[src/shared/hdr_pkg.sv]
`default_nettype none
package hdr_pkg;
   // register offsets on the processor bus
   localparam logic [7:0] REG_DMA_SETUP    = 8'hBC;
   localparam logic [7:0] REG_ASYNC_TMO    = 8'hC0;
   localparam logic [7:0] REG_BUF_ADDR_PTR = 8'hC4;
   localparam logic [7:0] REG_DATA_PORT    = 8'hC6;
   // dma_setup fields
   localparam int DS_COUNT_LSB   = 8;
   localparam int DS_DISABLE_BIT = 7;
   localparam int DS_BURST_LSB   = 2;
   localparam int DS_RUN_BIT     = 1;
   localparam int DS_DIR_BIT     = 0;
   localparam logic [31:0] DS_RESET      = 32'h0000_0000;
   localparam logic [31:0] TMO_RESET     = 32'h0000_0000;
   localparam logic [15:0] PTR_RESET     = 16'h0000;
   // timeout base: one second at the 20 MHz clock
   localparam int CLK_HZ          = 20_000_000;
   localparam int TMO_UNIT_S      = 1;
   localparam int SEC_CYCLES      = CLK_HZ * TMO_UNIT_S;
   // burst encodings
   localparam logic [1:0] BURST_SINGLE = 2'h0;
   localparam logic [1:0] BURST_4      = 2'h1;
   localparam logic [1:0] BURST_8      = 2'h2;
   localparam logic [1:0] BURST_16     = 2'h3;

   typedef struct packed {
      logic        rd;
      logic        wr;
      logic [7:0]  addr;
      logic [31:0] wdata;
   } hdr_bus_req_t;

   typedef struct packed {
      logic        req;
      logic        wr;
      logic [15:0] addr;
      logic [15:0] wdata;
   } hdr_mem_req_t;
endpackage
`default_nettype wire

[src/hdl/hdr_sec_tick.sv]
`timescale 1ns/10ps
`default_nettype none
module hdr_sec_tick #(
   parameter int DIV = 20_000_000
) (
   input  wire logic i_sys_clk, // system clock
   input  wire logic i_nrst,    // async reset, active low
   input  wire logic i_run,     // counting allowed
   output logic      o_tick     // one-cycle pulse per period
);
   logic [31:0] cnt_ff;
   always_ff @(posedge i_sys_clk or negedge i_nrst) begin
      if (!i_nrst) begin
         cnt_ff <= 32'h0000_0000;
         o_tick <= 1'b0;
      end else if (!i_run) begin
         cnt_ff <= 32'h0000_0000;
         o_tick <= 1'b0;
      end else if (cnt_ff == 32'(DIV - 1)) begin
         cnt_ff <= 32'h0000_0000;
         o_tick <= 1'b1;
      end else begin
         cnt_ff <= cnt_ff + 32'h0000_0001;
         o_tick <= 1'b0;
      end
   end
endmodule
`default_nettype wire

[src/hdl/hdr_regs.sv]
`timescale 1ns/10ps
`default_nettype none
module hdr_regs #(
   parameter int SEC_DIV = hdr_pkg::SEC_CYCLES
) (
   input  wire logic                 i_sys_clk,    // system clock, 20 MHz
   input  wire logic                 i_nrst,       // async reset, active low
   input  wire hdr_pkg::hdr_bus_req_t i_bus,       // register access, same clock
   input  wire logic                 i_bus16,      // 1: 16-bit processor bus
   input  wire logic                 i_async_done, // async list descriptor completed
   input  wire logic                 i_burst_ack,  // dma burst finished by port
   input  wire logic [15:0]          i_mem_rdata,  // buffer memory read data
   output logic [31:0]               o_rdata,      // register read data
   output logic                      o_burst_req,  // dma burst requested
   output logic [4:0]                o_burst_size_select,  // cycles in current burst
   output logic                      o_dma_dir,    // 0 write RAM, 1 read RAM
   output logic                      o_dma_port_en,// dma data port usable
   output logic                      o_dma_done,   // byte count exhausted
   output logic                      o_irq,        // timeout interrupt line
   output hdr_pkg::hdr_mem_req_t     o_mem         // buffer memory access
);
   import hdr_pkg::*;

   typedef struct packed {
      logic [31:0]  setup;
      logic [31:0]  tmo;
      logic [15:0]  ptr;
      logic [23:0]  remain;
      logic         active;
      logic         burst_req;
      logic         done;
      logic         tmo_run;
      logic [31:0]  sec_cnt;
      logic         irq;
      logic [31:0]  rdata;
      hdr_mem_req_t mem;
   } hdr_state_t;

   hdr_state_t st_ff;
   hdr_state_t nxt_st;
   logic       sec_tick;

   function automatic logic [4:0] burst_cycles(input logic [1:0] sel);
      unique case (sel)
         BURST_SINGLE: burst_cycles = 5'h01;
         BURST_4:      burst_cycles = 5'h04;
         BURST_8:      burst_cycles = 5'h08;
         BURST_16:     burst_cycles = 5'h10;
      endcase
   endfunction

   // bytes moved by one burst: cycles times bus width in bytes
   function automatic logic [23:0] burst_bytes(input logic [1:0] sel, input logic b16);
      burst_bytes = b16 ? {18'h0, burst_cycles(sel), 1'b0} : {19'h0, burst_cycles(sel)};
   endfunction

   hdr_sec_tick #(.DIV(SEC_DIV)) u_tick (
      .i_sys_clk (i_sys_clk),
      .i_nrst    (i_nrst),
      .i_run     (st_ff.tmo_run),
      .o_tick    (sec_tick)
   );

   wire logic [1:0] bsel = st_ff.setup[DS_BURST_LSB +: 2];
   wire logic [23:0] bbytes = burst_bytes(bsel, i_bus16);
   wire logic        tmo_wr = i_bus.wr && (i_bus.addr == REG_ASYNC_TMO);

   always_comb begin
      nxt_st = st_ff;
      nxt_st.mem.req = 1'b0;
      nxt_st.irq = 1'b0;
      // register writes
      if (i_bus.wr) begin
         unique case (i_bus.addr)
            REG_DMA_SETUP: begin
               nxt_st.setup = {i_bus.wdata[31:8], i_bus.wdata[7], 3'h0, i_bus.wdata[3:0]};
               nxt_st.remain = i_bus.wdata[31:DS_COUNT_LSB];
               nxt_st.active = i_bus.wdata[DS_RUN_BIT];
               nxt_st.done = 1'b0;
               nxt_st.burst_req = 1'b0;
            end
            REG_ASYNC_TMO: begin
               nxt_st.tmo = i_bus.wdata;
               nxt_st.tmo_run = 1'b0;
            end
            REG_BUF_ADDR_PTR: nxt_st.ptr = i_bus.wdata[15:0];
            REG_DATA_PORT: begin
               nxt_st.mem.req = 1'b1;
               nxt_st.mem.wr = 1'b1;
               nxt_st.mem.addr = st_ff.ptr;
               nxt_st.mem.wdata = i_bus.wdata[15:0];
               nxt_st.ptr = st_ff.ptr + 16'h0001;
            end
            default: ;
         endcase
      end
      // reads; data port read advances the pointer
      if (i_bus.rd) begin
         unique case (i_bus.addr)
            REG_DMA_SETUP:    nxt_st.rdata = st_ff.setup;
            REG_ASYNC_TMO:    nxt_st.rdata = st_ff.tmo;
            REG_BUF_ADDR_PTR: nxt_st.rdata = {16'h0, st_ff.ptr};
            REG_DATA_PORT: begin
               nxt_st.rdata = {16'h0, i_mem_rdata};
               nxt_st.mem.req = 1'b1;
               nxt_st.mem.wr = 1'b0;
               nxt_st.mem.addr = st_ff.ptr;
               nxt_st.ptr = st_ff.ptr + 16'h0001;
            end
            default:          nxt_st.rdata = 32'h0000_0000;
         endcase
      end
      // dma burst sequencing
      if (st_ff.active && !(i_bus.wr && i_bus.addr == REG_DMA_SETUP)) begin
         if (!st_ff.setup[DS_DISABLE_BIT] && !st_ff.burst_req && st_ff.remain != 24'h0) begin
            nxt_st.burst_req = 1'b1;
         end
         if (st_ff.burst_req && i_burst_ack) begin
            nxt_st.burst_req = 1'b0;
            if (st_ff.remain <= bbytes) begin
               nxt_st.remain = 24'h0;
               nxt_st.active = 1'b0;
               nxt_st.done = 1'b1;
               nxt_st.setup[DS_RUN_BIT] = 1'b0;
            end else begin
               nxt_st.remain = st_ff.remain - bbytes;
            end
         end
         if (st_ff.remain == 24'h0) begin
            nxt_st.active = 1'b0;
            nxt_st.done = 1'b1;
         end
      end
      // async completion arms the seconds timer
      // a value rewrite stops the timer and beats a completion or expiry in the same cycle
      if (i_async_done && st_ff.tmo != 32'h0 && !tmo_wr) begin
         nxt_st.tmo_run = 1'b1;
         nxt_st.sec_cnt = 32'h0;
      end else if (st_ff.tmo_run && sec_tick && !tmo_wr) begin
         if (st_ff.sec_cnt + 32'h1 == st_ff.tmo) begin
            nxt_st.irq = 1'b1;
            nxt_st.tmo_run = 1'b0;
         end else begin
            nxt_st.sec_cnt = st_ff.sec_cnt + 32'h1;
         end
      end
   end

   always_ff @(posedge i_sys_clk or negedge i_nrst) begin
      if (!i_nrst) begin
         st_ff <= '0;
      end else begin
         st_ff <= nxt_st;
      end
   end

   always_ff @(posedge i_sys_clk or negedge i_nrst) begin
      if (!i_nrst) begin
         o_burst_size_select   <= 5'h01;
         o_dma_dir     <= 1'b0;
         o_dma_port_en <= 1'b1; // reset setup leaves the port enabled
      end else begin
         o_burst_size_select   <= burst_cycles(nxt_st.setup[DS_BURST_LSB +: 2]);
         o_dma_dir     <= nxt_st.setup[DS_DIR_BIT];
         o_dma_port_en <= ~nxt_st.setup[DS_DISABLE_BIT];
      end
   end

   assign o_rdata     = st_ff.rdata;
   assign o_burst_req = st_ff.burst_req;
   assign o_dma_done  = st_ff.done;
   assign o_irq       = st_ff.irq;
   assign o_mem       = st_ff.mem;

   a_ptr_read_inc: assert property (@(posedge i_sys_clk) disable iff (!i_nrst)
      (i_bus.rd && i_bus.addr == REG_DATA_PORT && !i_bus.wr) |=> st_ff.ptr == $past(st_ff.ptr) + 16'h0001)
      else $error("pointer did not advance on read");
   a_ptr_write: assert property (@(posedge i_sys_clk) disable iff (!i_nrst)
      (i_bus.wr && i_bus.addr == REG_BUF_ADDR_PTR && !i_bus.rd) |=> st_ff.ptr == $past(i_bus.wdata[15:0]))
      else $error("pointer not latched");
   a_count_field: assert property (@(posedge i_sys_clk) disable iff (!i_nrst)
      (i_bus.wr && i_bus.addr == REG_DMA_SETUP) |=> st_ff.setup[31:8] == $past(i_bus.wdata[31:8]))
      else $error("byte count not stored");
   a_no_burst_dis: assert property (@(posedge i_sys_clk) disable iff (!i_nrst)
      $rose(st_ff.burst_req) |-> !$past(st_ff.setup[DS_DISABLE_BIT]))
      else $error("burst while port disabled");
   a_burst_size_select_map: assert property (@(posedge i_sys_clk) disable iff (!i_nrst)
      st_ff.setup[3:2] == BURST_16 |=> o_burst_size_select == 5'h10 || $changed(st_ff.setup))
      else $error("burst length mismatch");
   a_term_stops: assert property (@(posedge i_sys_clk) disable iff (!i_nrst)
      (i_bus.wr && i_bus.addr == REG_DMA_SETUP && !i_bus.wdata[1]) |=> !st_ff.active ##1 !st_ff.burst_req)
      else $error("dma not terminated");
   a_done_stops: assert property (@(posedge i_sys_clk) disable iff (!i_nrst)
      (st_ff.done && !i_bus.wr) |-> !st_ff.burst_req)
      else $error("burst after completion");
   a_irq_pulse: assert property (@(posedge i_sys_clk) disable iff (!i_nrst)
      st_ff.irq |-> $past(st_ff.tmo_run) && st_ff.tmo != 32'h0 && !st_ff.tmo_run)
      else $error("interrupt without expiry");
endmodule
`default_nettype wire

[config.mk]
export PLATFORM = sky130hd
export DESIGN_NAME = hdr_regs
export DESIGN_NICKNAME = d
export VERILOG_FILES = /design/src/shared/hdr_pkg.sv /design/src/hdl/hdr_sec_tick.sv /design/src/hdl/hdr_regs.sv
export SDC_FILE = /design/constraint.sdc
export NUM_CORES = 1
export LEC_CHECK = 0
export BUFFER_PORTS_ARGS = -buffer_cell sky130_fd_sc_hd__buf_2
export CORE_ASPECT_RATIO = 1.75
export CORE_UTILIZATION = 50
export DETAILED_ROUTE_END_ITERATION = 10
export GPL_TIMING_DRIVEN = 0
export PLACE_DENSITY = 0.71
export SKIP_LAST_GASP = 1
export SLEW_MARGIN = 10
export SYNTH_ARGS = -nofsm -noshare
export SYNTH_HDL_FRONTEND = slang
export SYNTH_SLANG_ARGS = --single-unit
[constraint.sdc]
create_clock -name i_sys_clk -period 3.8 [get_ports i_sys_clk]
set_input_delay 0.76 -clock i_sys_clk [delete_from_list [all_inputs] [get_ports i_sys_clk]]
set_output_delay 0.76 -clock i_sys_clk [all_outputs]
set_load 0.005 [all_outputs]
Word level (Yosys, flattened, before mapping)
Cells that the tools add are included.
{"block": "word_totals", "out_inout_bits": 76, "reg_bits": 244, "input_bits": 63}
{"block": "op_classes", "eq_ne": 13, "n_addsub": 4, "bitwise_logic": 1, "magnitude_cmp": 1, "reduce_logical": 24, "muxes": 37}
{"op": "two-way mux 32 bit", "count": 4}
{"op": "one-hot mux 32 bit (4 select lines)", "count": 1}
{"op": "two-way mux 34 bit", "count": 3}
{"op": "two-way mux 84 bit", "count": 1}
{"op": "two-way mux 27 bit", "count": 3}
{"op": "adder 32 x 1 -> 32 bit (second input constant)", "count": 2}
{"op": "one-hot mux 5 bit (4 select lines)", "count": 2}
{"op": "two-way mux 18 bit", "count": 2}
{"op": "two-way mux 33 bit", "count": 1}
{"op": "equality test 32 x 25 -> 1 bit (second input constant)", "count": 1}
{"op": "equality test 32 bit", "count": 1}
{"op": "equality test 8 bit (second input constant)", "count": 4}
{"op": "two-way mux 16 bit", "count": 2}
{"op": "one-hot mux 16 bit (2 select lines)", "count": 1}
{"op": "nonzero test 32 bit", "count": 1}
{"op": "<= comparator 24 x 6 -> 1 bit", "count": 1}
{"op": "zero test 24 bit", "count": 1}
{"op": "two-way mux 24 bit", "count": 1}
{"op": "nonzero test 24 bit", "count": 1}
{"op": "subtractor 24 x 6 -> 24 bit", "count": 1}
{"op": "adder 16 x 1 -> 16 bit (second input constant)", "count": 1}
{"op": "two-way mux 1 bit", "count": 14}
{"op": "logical AND 1 bit", "count": 10}
{"op": "equality test 2 bit (second input constant)", "count": 4}
{"op": "other kinds (9)", "count": 17}

Longest topological paths before layout
Gate-level depths: netlist of run 1.
{"block": "depth", "depth_word": 8, "depth_mapped": 14, "mapped_depth_nobuf": 12}

Modules after synthesis
A second synthesis of run 1 with hierarchy kept.
{"block": "hier_totals", "cells_unflattened": 1523, "hier_area_um2": 13750.7}
{"module": "hdr_regs", "cells_per_inst": 1323, "instances": 1, "seq_area_each_um2": 5232.5, "area_per_inst_um2": 11843.9}
{"module": "hdr_sec_tick", "cells_per_inst": 200, "instances": 1, "seq_area_each_um2": 825.8, "area_per_inst_um2": 1906.8}

Worst setup path before layout of run 1
OpenSTA, ideal clock, no wires.
{"block": "synth_timing", "kind": "input to register", "startpoint": "input port i_bus16", "endpoint": "register st_ff[112] in the netlist's numbering", "path_slack_ns": 0.422, "arrival_ns": 3.237, "stages": 13, "n_path_buf": 2, "t_required_ns": 3.658, "path_cell_list": "clkbuf_1 > nor3_1 > ha_1 > inv_1 > fa_1 > a21o_1 > a21oi_1 > o21bai_1 > a21oi_1 > a31oi_1 > nor4_1 > clkbuf_1 > a211oi_1"}
{"element": "from (decl)", "line": "hdr_regs.sv:9", "source": "input wire logic i_bus16,"}
{"element": "to (signal assigned)", "line": "hdr_regs.sv:153", "source": "st_ff <= nxt_st;"}
{"element": "to (decl)", "line": "hdr_regs.sv:39", "source": "hdr_state_t st_ff;"}

Worst setup path after layout of run 1
{"block": "layout_timing", "startpoint": "register st_ff[68] in the netlist's numbering", "endpoint": "register st_ff[84] in the netlist's numbering"}
{"block": "layout_via", "elab_chain_cells": 4, "elab_cells_between_ends": 7, "classes_between": "add/sub (1); eq/ne (2); mux (3); reduce/logical (1)"}
{"element": "adder 32 x 1 -> 32 bit (*)", "line": "hdr_regs.sv:140, hdr_regs.sv:144"}
{"element": "equality test 32 bit / two-way mux 32 bit (equally long branches)", "line": "hdr_regs.sv:140", "source": "if (st_ff.sec_cnt + 32'h1 == st_ff.tmo) begin"}
{"element": "inequality test 2 bit (no line) / two-way mux 34 bit (equally long branches)"}
{"element": "AND reduction 2 bit (no line) / two-way mux 33 bit (equally long branches)"}
Mark *: on every way between the ends. The rest lies on a longest branch, timed or not. The select of a mux whose other input is x is not followed.
A chain may end at the register's enable or synchronous reset.

==> results of run 1 <==
[where the power goes]
part / internal [W] / switching, W
Sequential: 0.00273 / 0.000166
Combinational: 0.000366 / 0.000551
Clock: 0.00140 / 0.00106
[cell type report]
| cell class | instances | area [um2] |
|---|---|---|
| fill | 2350 | 10690 |
| multi-input combinational | 1060 | 6327 |
| sequential | 242 | 6060 |
| buffer | 158 | 895.9 |
| timing repair buffer | 138 | 753.2 |
| clock buffer | 33 | 685.7 |
| tap | 320 | 400.4 |
| inverter | 36 | 135.1 |
| clock inverter | 11 | 112.6 |
[registers in the layout (all words and copies together), names as in the netlist]
name and flops:
bsel 2, o_irq 1, o_burst_req 1, u_tick.cnt_ff 32, st_ff 133, o_mem 34, o_dma_done 1, o_burst_size_select 4
o_dma_port_en 1, u_tick.o_tick 1, o_rdata 32
[cell families (layout without fill, tap and decap cells)]
family                     Yosys count  after routing  synth area share [%]
AOI/OAI and AO/OA                  272            272                 13.64
xor gates and xnor gates           100            100                 6.630
adders and majority gates           10             10                0.9954
buffers and inverters              195            376                 7.719
DFF                                242            242                 45.47
muxes                               25             25                 2.028
other                                1              1               0.02814
and+or+nand+nor                    652            652                 23.49
[through the flow]
stage               std cells  util [%]  cell area, um2  total power (W)  setup TNS, ns
floorplan                1497         -           13320         0.003476              0
global placement         1950     55.22           14390         0.003815        -607.01
detailed placement       1952     55.47           14460         0.003843         -29.99
CTS                      1999     58.68           15290         0.006289              0
global route             1998     58.98           15370         0.006524        -0.1356
finish                   1998     58.98           15370         0.006278              0
[synth_stat cells (all sizes together), types with 29 or more instances]
master  instances  area share (%)
xor2           49             3.2
nor2          105             3.0
nand2         287             8.2
a22oi          29             1.6
xnor2          51             3.4
dfrtp         240              45
a21oi          63             2.4
buf            85             4.6
clkbuf         74             2.1
o31ai          29             1.6
nand3          60             2.4
nor4           33             1.7
inv            36             1.0
o21ai          41             1.5
nand4          35             1.6
[what timing repair did]
| item | in CTS | in global routing |
|---|---|---|
| endpoints found under the setup margin | 34 | 42 |
| pin swaps | 1 | 0 |
| resized for setup | 5 | 18 |
| setup buffers | 3 | 0 |
[worst max-delay path, delay by kind of cell (launching register included)]
kind	cells	cell delay, ns
AOI/OAI and AO/OA	2	0.32
DFF	1	0.45
and+or+nand+nor	5	1.95
buffers and inverters	2	0.35
xor gates and xnor gates	1	0.27
adders and majority gates	1	0.21
[worst paths after layout]
path,cells after the start,slack [ns],to
max,11,0.09,st_ff[84]$_DFFE_PN0P_
min,1,0.13,o_rdata[29]$_DFFE_PN0P_
max reg2reg,11,0.09,st_ff[84]$_DFFE_PN0P_
min reg2reg,2,0.47,o_mem[28]$_DFF_PN0_
max in group asynchronous,3,2.37,o_mem[33]$_DFF_PN0_
min in group i_sys_clk,2,0.42,o_dma_port_en$_DFF_PN1_
[layer usage]
metal,wire length [um],global-route usage (%),vias to the layer above
met3,2306,4.784,169
met4,3340,23.41,0
met5,0,0,-
met1,14970,32.48,5673
li1,-,-,5523
met2,22160,58.38,438
==> impl_metrics.toml, run 1 <==
[outcome]
status = "finished, violations left"
violations = "design-rule violations"

[worst_setup_path]
cp.required_ns = 4.20
slowest_stage = "or4_4"
crit_type = "reg -> reg"
cp_cell_sequence = "ha_4 -> nand3_4 -> or4_4 -> or4_4 -> xnor2_2 -> o2111ai_2 -> or4_1 -> buf_6 -> nand2_8 -> buf_8 -> o31ai_1"
startpoint_type = "flip-flop"
crit_start = "st_ff[68]$_DFFE_PN0P_"
cpPeakStageDelay_ns = 0.61
path_common_cell = "or4_4"
worstPathMaxFanout = 10
crit_arrival_ns = 4.11
crit_path_end_kind = "flip-flop"
reg2reg_from = "st_ff[68]$_DFFE_PN0P_"

[synthesis]
synth_flop_cell = "dfrtp_1"
syn-cell-area_um2 = 13320
seq_area_frac_synth_pct = 45.47
synthArstFlopShare_pct = 100.0
synth_nets = 1570
synth.avg_cell_area_um2 = 8.900
synth-edff-count = 0
yosysWarnings = 0
synth-seq-cells = 242
ys_types = 73
netlist_instances = 1497

[timing]
period_share_pct = 97.54
clock.fmax_mhz = 269.8
fin_crit_ns = 3.706
max_slew_margin_pct = 13.14
max_slew.worst_pin.slew_ns = 1.292
final_hold_viol_count = 0
fin_ws_ns = 0.09362
rsz0062_at_grt = "yes"
finalClockSkew_ns = 0.01328
final_max_slew_viol_count = 0
timing.hold.ws_ns = 0.1295
setup_viol = 0

[pwr]
powerDensity_nw_per_um2 = 408.5
p_leak_nw = 7.242
vdd_drop_max_mv = 0.4025

[route]
wl_um = 42780
ant_nets = 0
dr.pass1.iters = 8
via_per_inst = 5.907
routed-via-count = 11800
drt_iter0_markers = 789
post_drt_wl_per_cell_um = 21.41
route.detailed.drc = 4

[clock_network]
htree_levels = 1
worst_skew_pair.late_latency_ns = 0.54
cts.reportedPaths.clkPinSlew_ns = 0.07
cts_buffers = 24
cts.sinks = 242
root_buffer = "clkbuf_16"
max-clock-path-buffers = 3
ctsHoldBuffers = 0
cts_tree = "yes"

[die]
ios = 139
initial_core_util_pct = 51.13
dieArea_um2 = 27330
die_w_um = 125.4
die_h_um = 218.0
coreArea_um2 = 26060
rows = 78

[global_route]
antenna_found_initial = 1
grt_max_degree = 96
grt_pass1_wl_um = 66250
grt-ovfl-total = 0
track_usage_pct = 31.74
grt_pass1_vias = 11890

[layout]
layout_commonest_cell = "nand2_1"
mostFrequentLayoutCells = "nand2_1 (286), dfrtp_1 (239), buf_2 (141)"
drive_above_1_share_pct = 18.53
areaGrowthSynthToFinish_pct = 15.35
diodes = 0
nets = 1733

[flow_run]
drv_cap = 0

[placement]
dp_slack_ns = -0.9085
port-buffer-count = 133
hpwl_um = 32000
routabilityCongestion = 0.9989

[min_path]
hold_class = "in -> async"
No activity file was read; power rests on OpenSTA's default activity.
==> inputs of run 2 (changes only) <==
--- a/config.mk
+++ b/config.mk
@@ -7,10 +7,10 @@
 export LEC_CHECK = 0
 export BUFFER_PORTS_ARGS = -buffer_cell sky130_fd_sc_hd__buf_2
 export CORE_ASPECT_RATIO = 1.75
-export CORE_UTILIZATION = 50
+export CORE_UTILIZATION = 35
 export DETAILED_ROUTE_END_ITERATION = 10
 export GPL_TIMING_DRIVEN = 0
-export PLACE_DENSITY = 0.71
+export PLACE_DENSITY = 0.54
 export SKIP_LAST_GASP = 1
 export SLEW_MARGIN = 10
 export SYNTH_ARGS = -nofsm -noshare
==> impl_metrics.toml, run 2 (same netlist as run 1, synthesis figures left out) <==
[die]
rows = 94
initial_core_util_pct = 35.51
dieArea_um2 = 38880
die_h_um = 260.1
die_w_um = 149.5
coreArea_um2 = 37520
ios = 139

[worst_setup_path]
rr_endpoint = "st_ff[81]$_DFFE_PN0P_"
crit_type = "in -> reg"
cp.required_ns = 4.28
crit_path_end_kind = "flip-flop"
crit_end = "st_ff[71]$_DFFE_PN0P_"
reg2reg_depth = 12
worstPathMaxFanout = 10
crit_start = "i_bus[35]"
rrSetupSlack_ns = 0.10
crit_arrival_ns = 4.19
reg2reg_from = "st_ff[67]$_DFFE_PN0P_"
startpoint_type = "input port"

[outcome]
status = "finished clean"

[timing]
setup_viol = 0
max_slew_margin_pct = 15.56
finalClockSkew_ns = 0.01065
max_slew.worst_pin.slew_ns = 1.256
fin_crit_ns = 3.712
clock.fmax_mhz = 269.4
period_share_pct = 97.67
final_max_slew_viol_count = 0
timing.hold.ws_ns = 0.06779
rsz0062_at_grt = "no"
final_hold_viol_count = 0
fin_ws_ns = 0.08838

[global_route]
grt_max_degree = 106
track_usage_pct = 24.50
grt-ovfl-total = 0
antenna_found_initial = 1
grt_pass1_wl_um = 71460
grt_pass1_vias = 12070

[route]
route.detailed.drc = 0
routed-via-count = 11860
wl_um = 46930
post_drt_wl_per_cell_um = 21.69
ant_nets = 0
dr.pass1.iters = 5
drt_iter0_markers = 647
via_per_inst = 5.483

[placement]
dp.cells = 2112
dp_slack_ns = -1.081
routabilityCongestion = 0.9757
port-buffer-count = 133
hpwl_um = 35260

[layout]
mostFrequentLayoutCells = "nand2_1 (286), dfrtp_1 (239), buf_2 (142)"
drive_above_1_share_pct = 18.42
nets = 1736
areaGrowthSynthToFinish_pct = 17.29
regMostFlops = "st_ff"
instances_no_fill = 2163
largest_reg_flops = 133
layout_commonest_cell = "nand2_1"
diodes = 0

[clock_network]
cts_buffers = 26
htree_levels = 1
max-clock-path-buffers = 3
ctsHoldBuffers = 0
cts_tree = "yes"
cts.sinks = 242
worst_skew_pair.late_latency_ns = 0.56
cts.reportedPaths.clkPinSlew_ns = 0.07
root_buffer = "clkbuf_16"

[pwr]
p_leak_nw = 7.249
powerDensity_nw_per_um2 = 420.4
p_total_w = 0.006570
vdd_drop_max_mv = 0.3064

[flow_run]
drv_cap = 0

[min_path]
hold_class = "in -> async"
run 2: cell count changes in the layout (fill, tap and decap cells not counted), moves of 2 or more:
| cell | change |
|---|---|
| clkbuf_16 | +2 |
| clkbuf_1 | +5 |
| bufinv_16 | +2 |
| nor4_4 | -2 |
| clkinv_2 | -3 |
run 2: worst min-delay path by stage:
stage	endpoint	cells after the start	startpoint
4_1_cts	o_rdata[28]$_DFFE_PN0P_	1	i_nrst
2_1_floorplan	o_dma_port_en$_DFF_PN1_	1	st_ff[182]$_DFF_PN0_
5_1_grt	o_rdata[29]$_DFFE_PN0P_	1	i_nrst
6_report	o_rdata[28]$_DFFE_PN0P_	1	i_nrst
3_3_place_gp	o_mem[18]$_DFF_PN0_	2	o_mem[18]$_DFF_PN0_
3_5_place_dp	o_mem[30]$_DFF_PN0_	2	o_mem[30]$_DFF_PN0_
run 2: cell type report:
type / count / area [um2]
inverters: 36 / 135.1
multi-input cells: 1060 / 6286
repair buffers: 139 / 760.7
flip-flops and latches: 242 / 6060
clock inverters: 10 / 156.4
clock buffers: 38 / 737.0
plain buffers: 158 / 892.1
fillers: 3845 / 21890
well taps: 480 / 600.6
run 2: power by group:
group / internal [W] / switching, W
Sequential: 0.00274 / 0.000173
Clock: 0.00162 / 0.00112
Combinational: 0.000367 / 0.000560
Total: 0.00472 / 0.00185
run 2: per-stage QoR:
stage               setup TNS [ns]  utilization, %  instance area (um2)
floorplan                        0               -                13320
global placement           -668.39           38.89                14590
detailed placement          -38.01           39.06                14660
CTS                              0           41.56                15590
global route                     0           41.65                15630
finish                           0           41.65                15630
run 2: routing by layer:
metal	vias to the layer above	track usage [%]	routed length, um
li1	5527	-	-
met1	5836	25.33	16900
met2	355	45.79	25000
met3	140	2.772	1814
met4	2	15.96	3197
met5	-	0	15
run 2: worst max-delay path, stage by stage:
cell and delay [ns]:
buf_2 0.12, or4b_2 0.77, nor4_4 0.44, nand2_1 0.24
nand3_1 0.42, clkbuf_1 0.55, clkbuf_1 0.60, o31ai_1 0.12
a21oi_1 0.16
run 2: repair_timing:
| item | in CTS | in global routing |
|---|---|---|
| cloned | 0 | 0 |
| endpoints found under the setup margin | 44 | 46 |
| setup buffers | 3 | 1 |
| gates resized for setup | 6 | 8 |
| pin swaps | 1 | 1 |
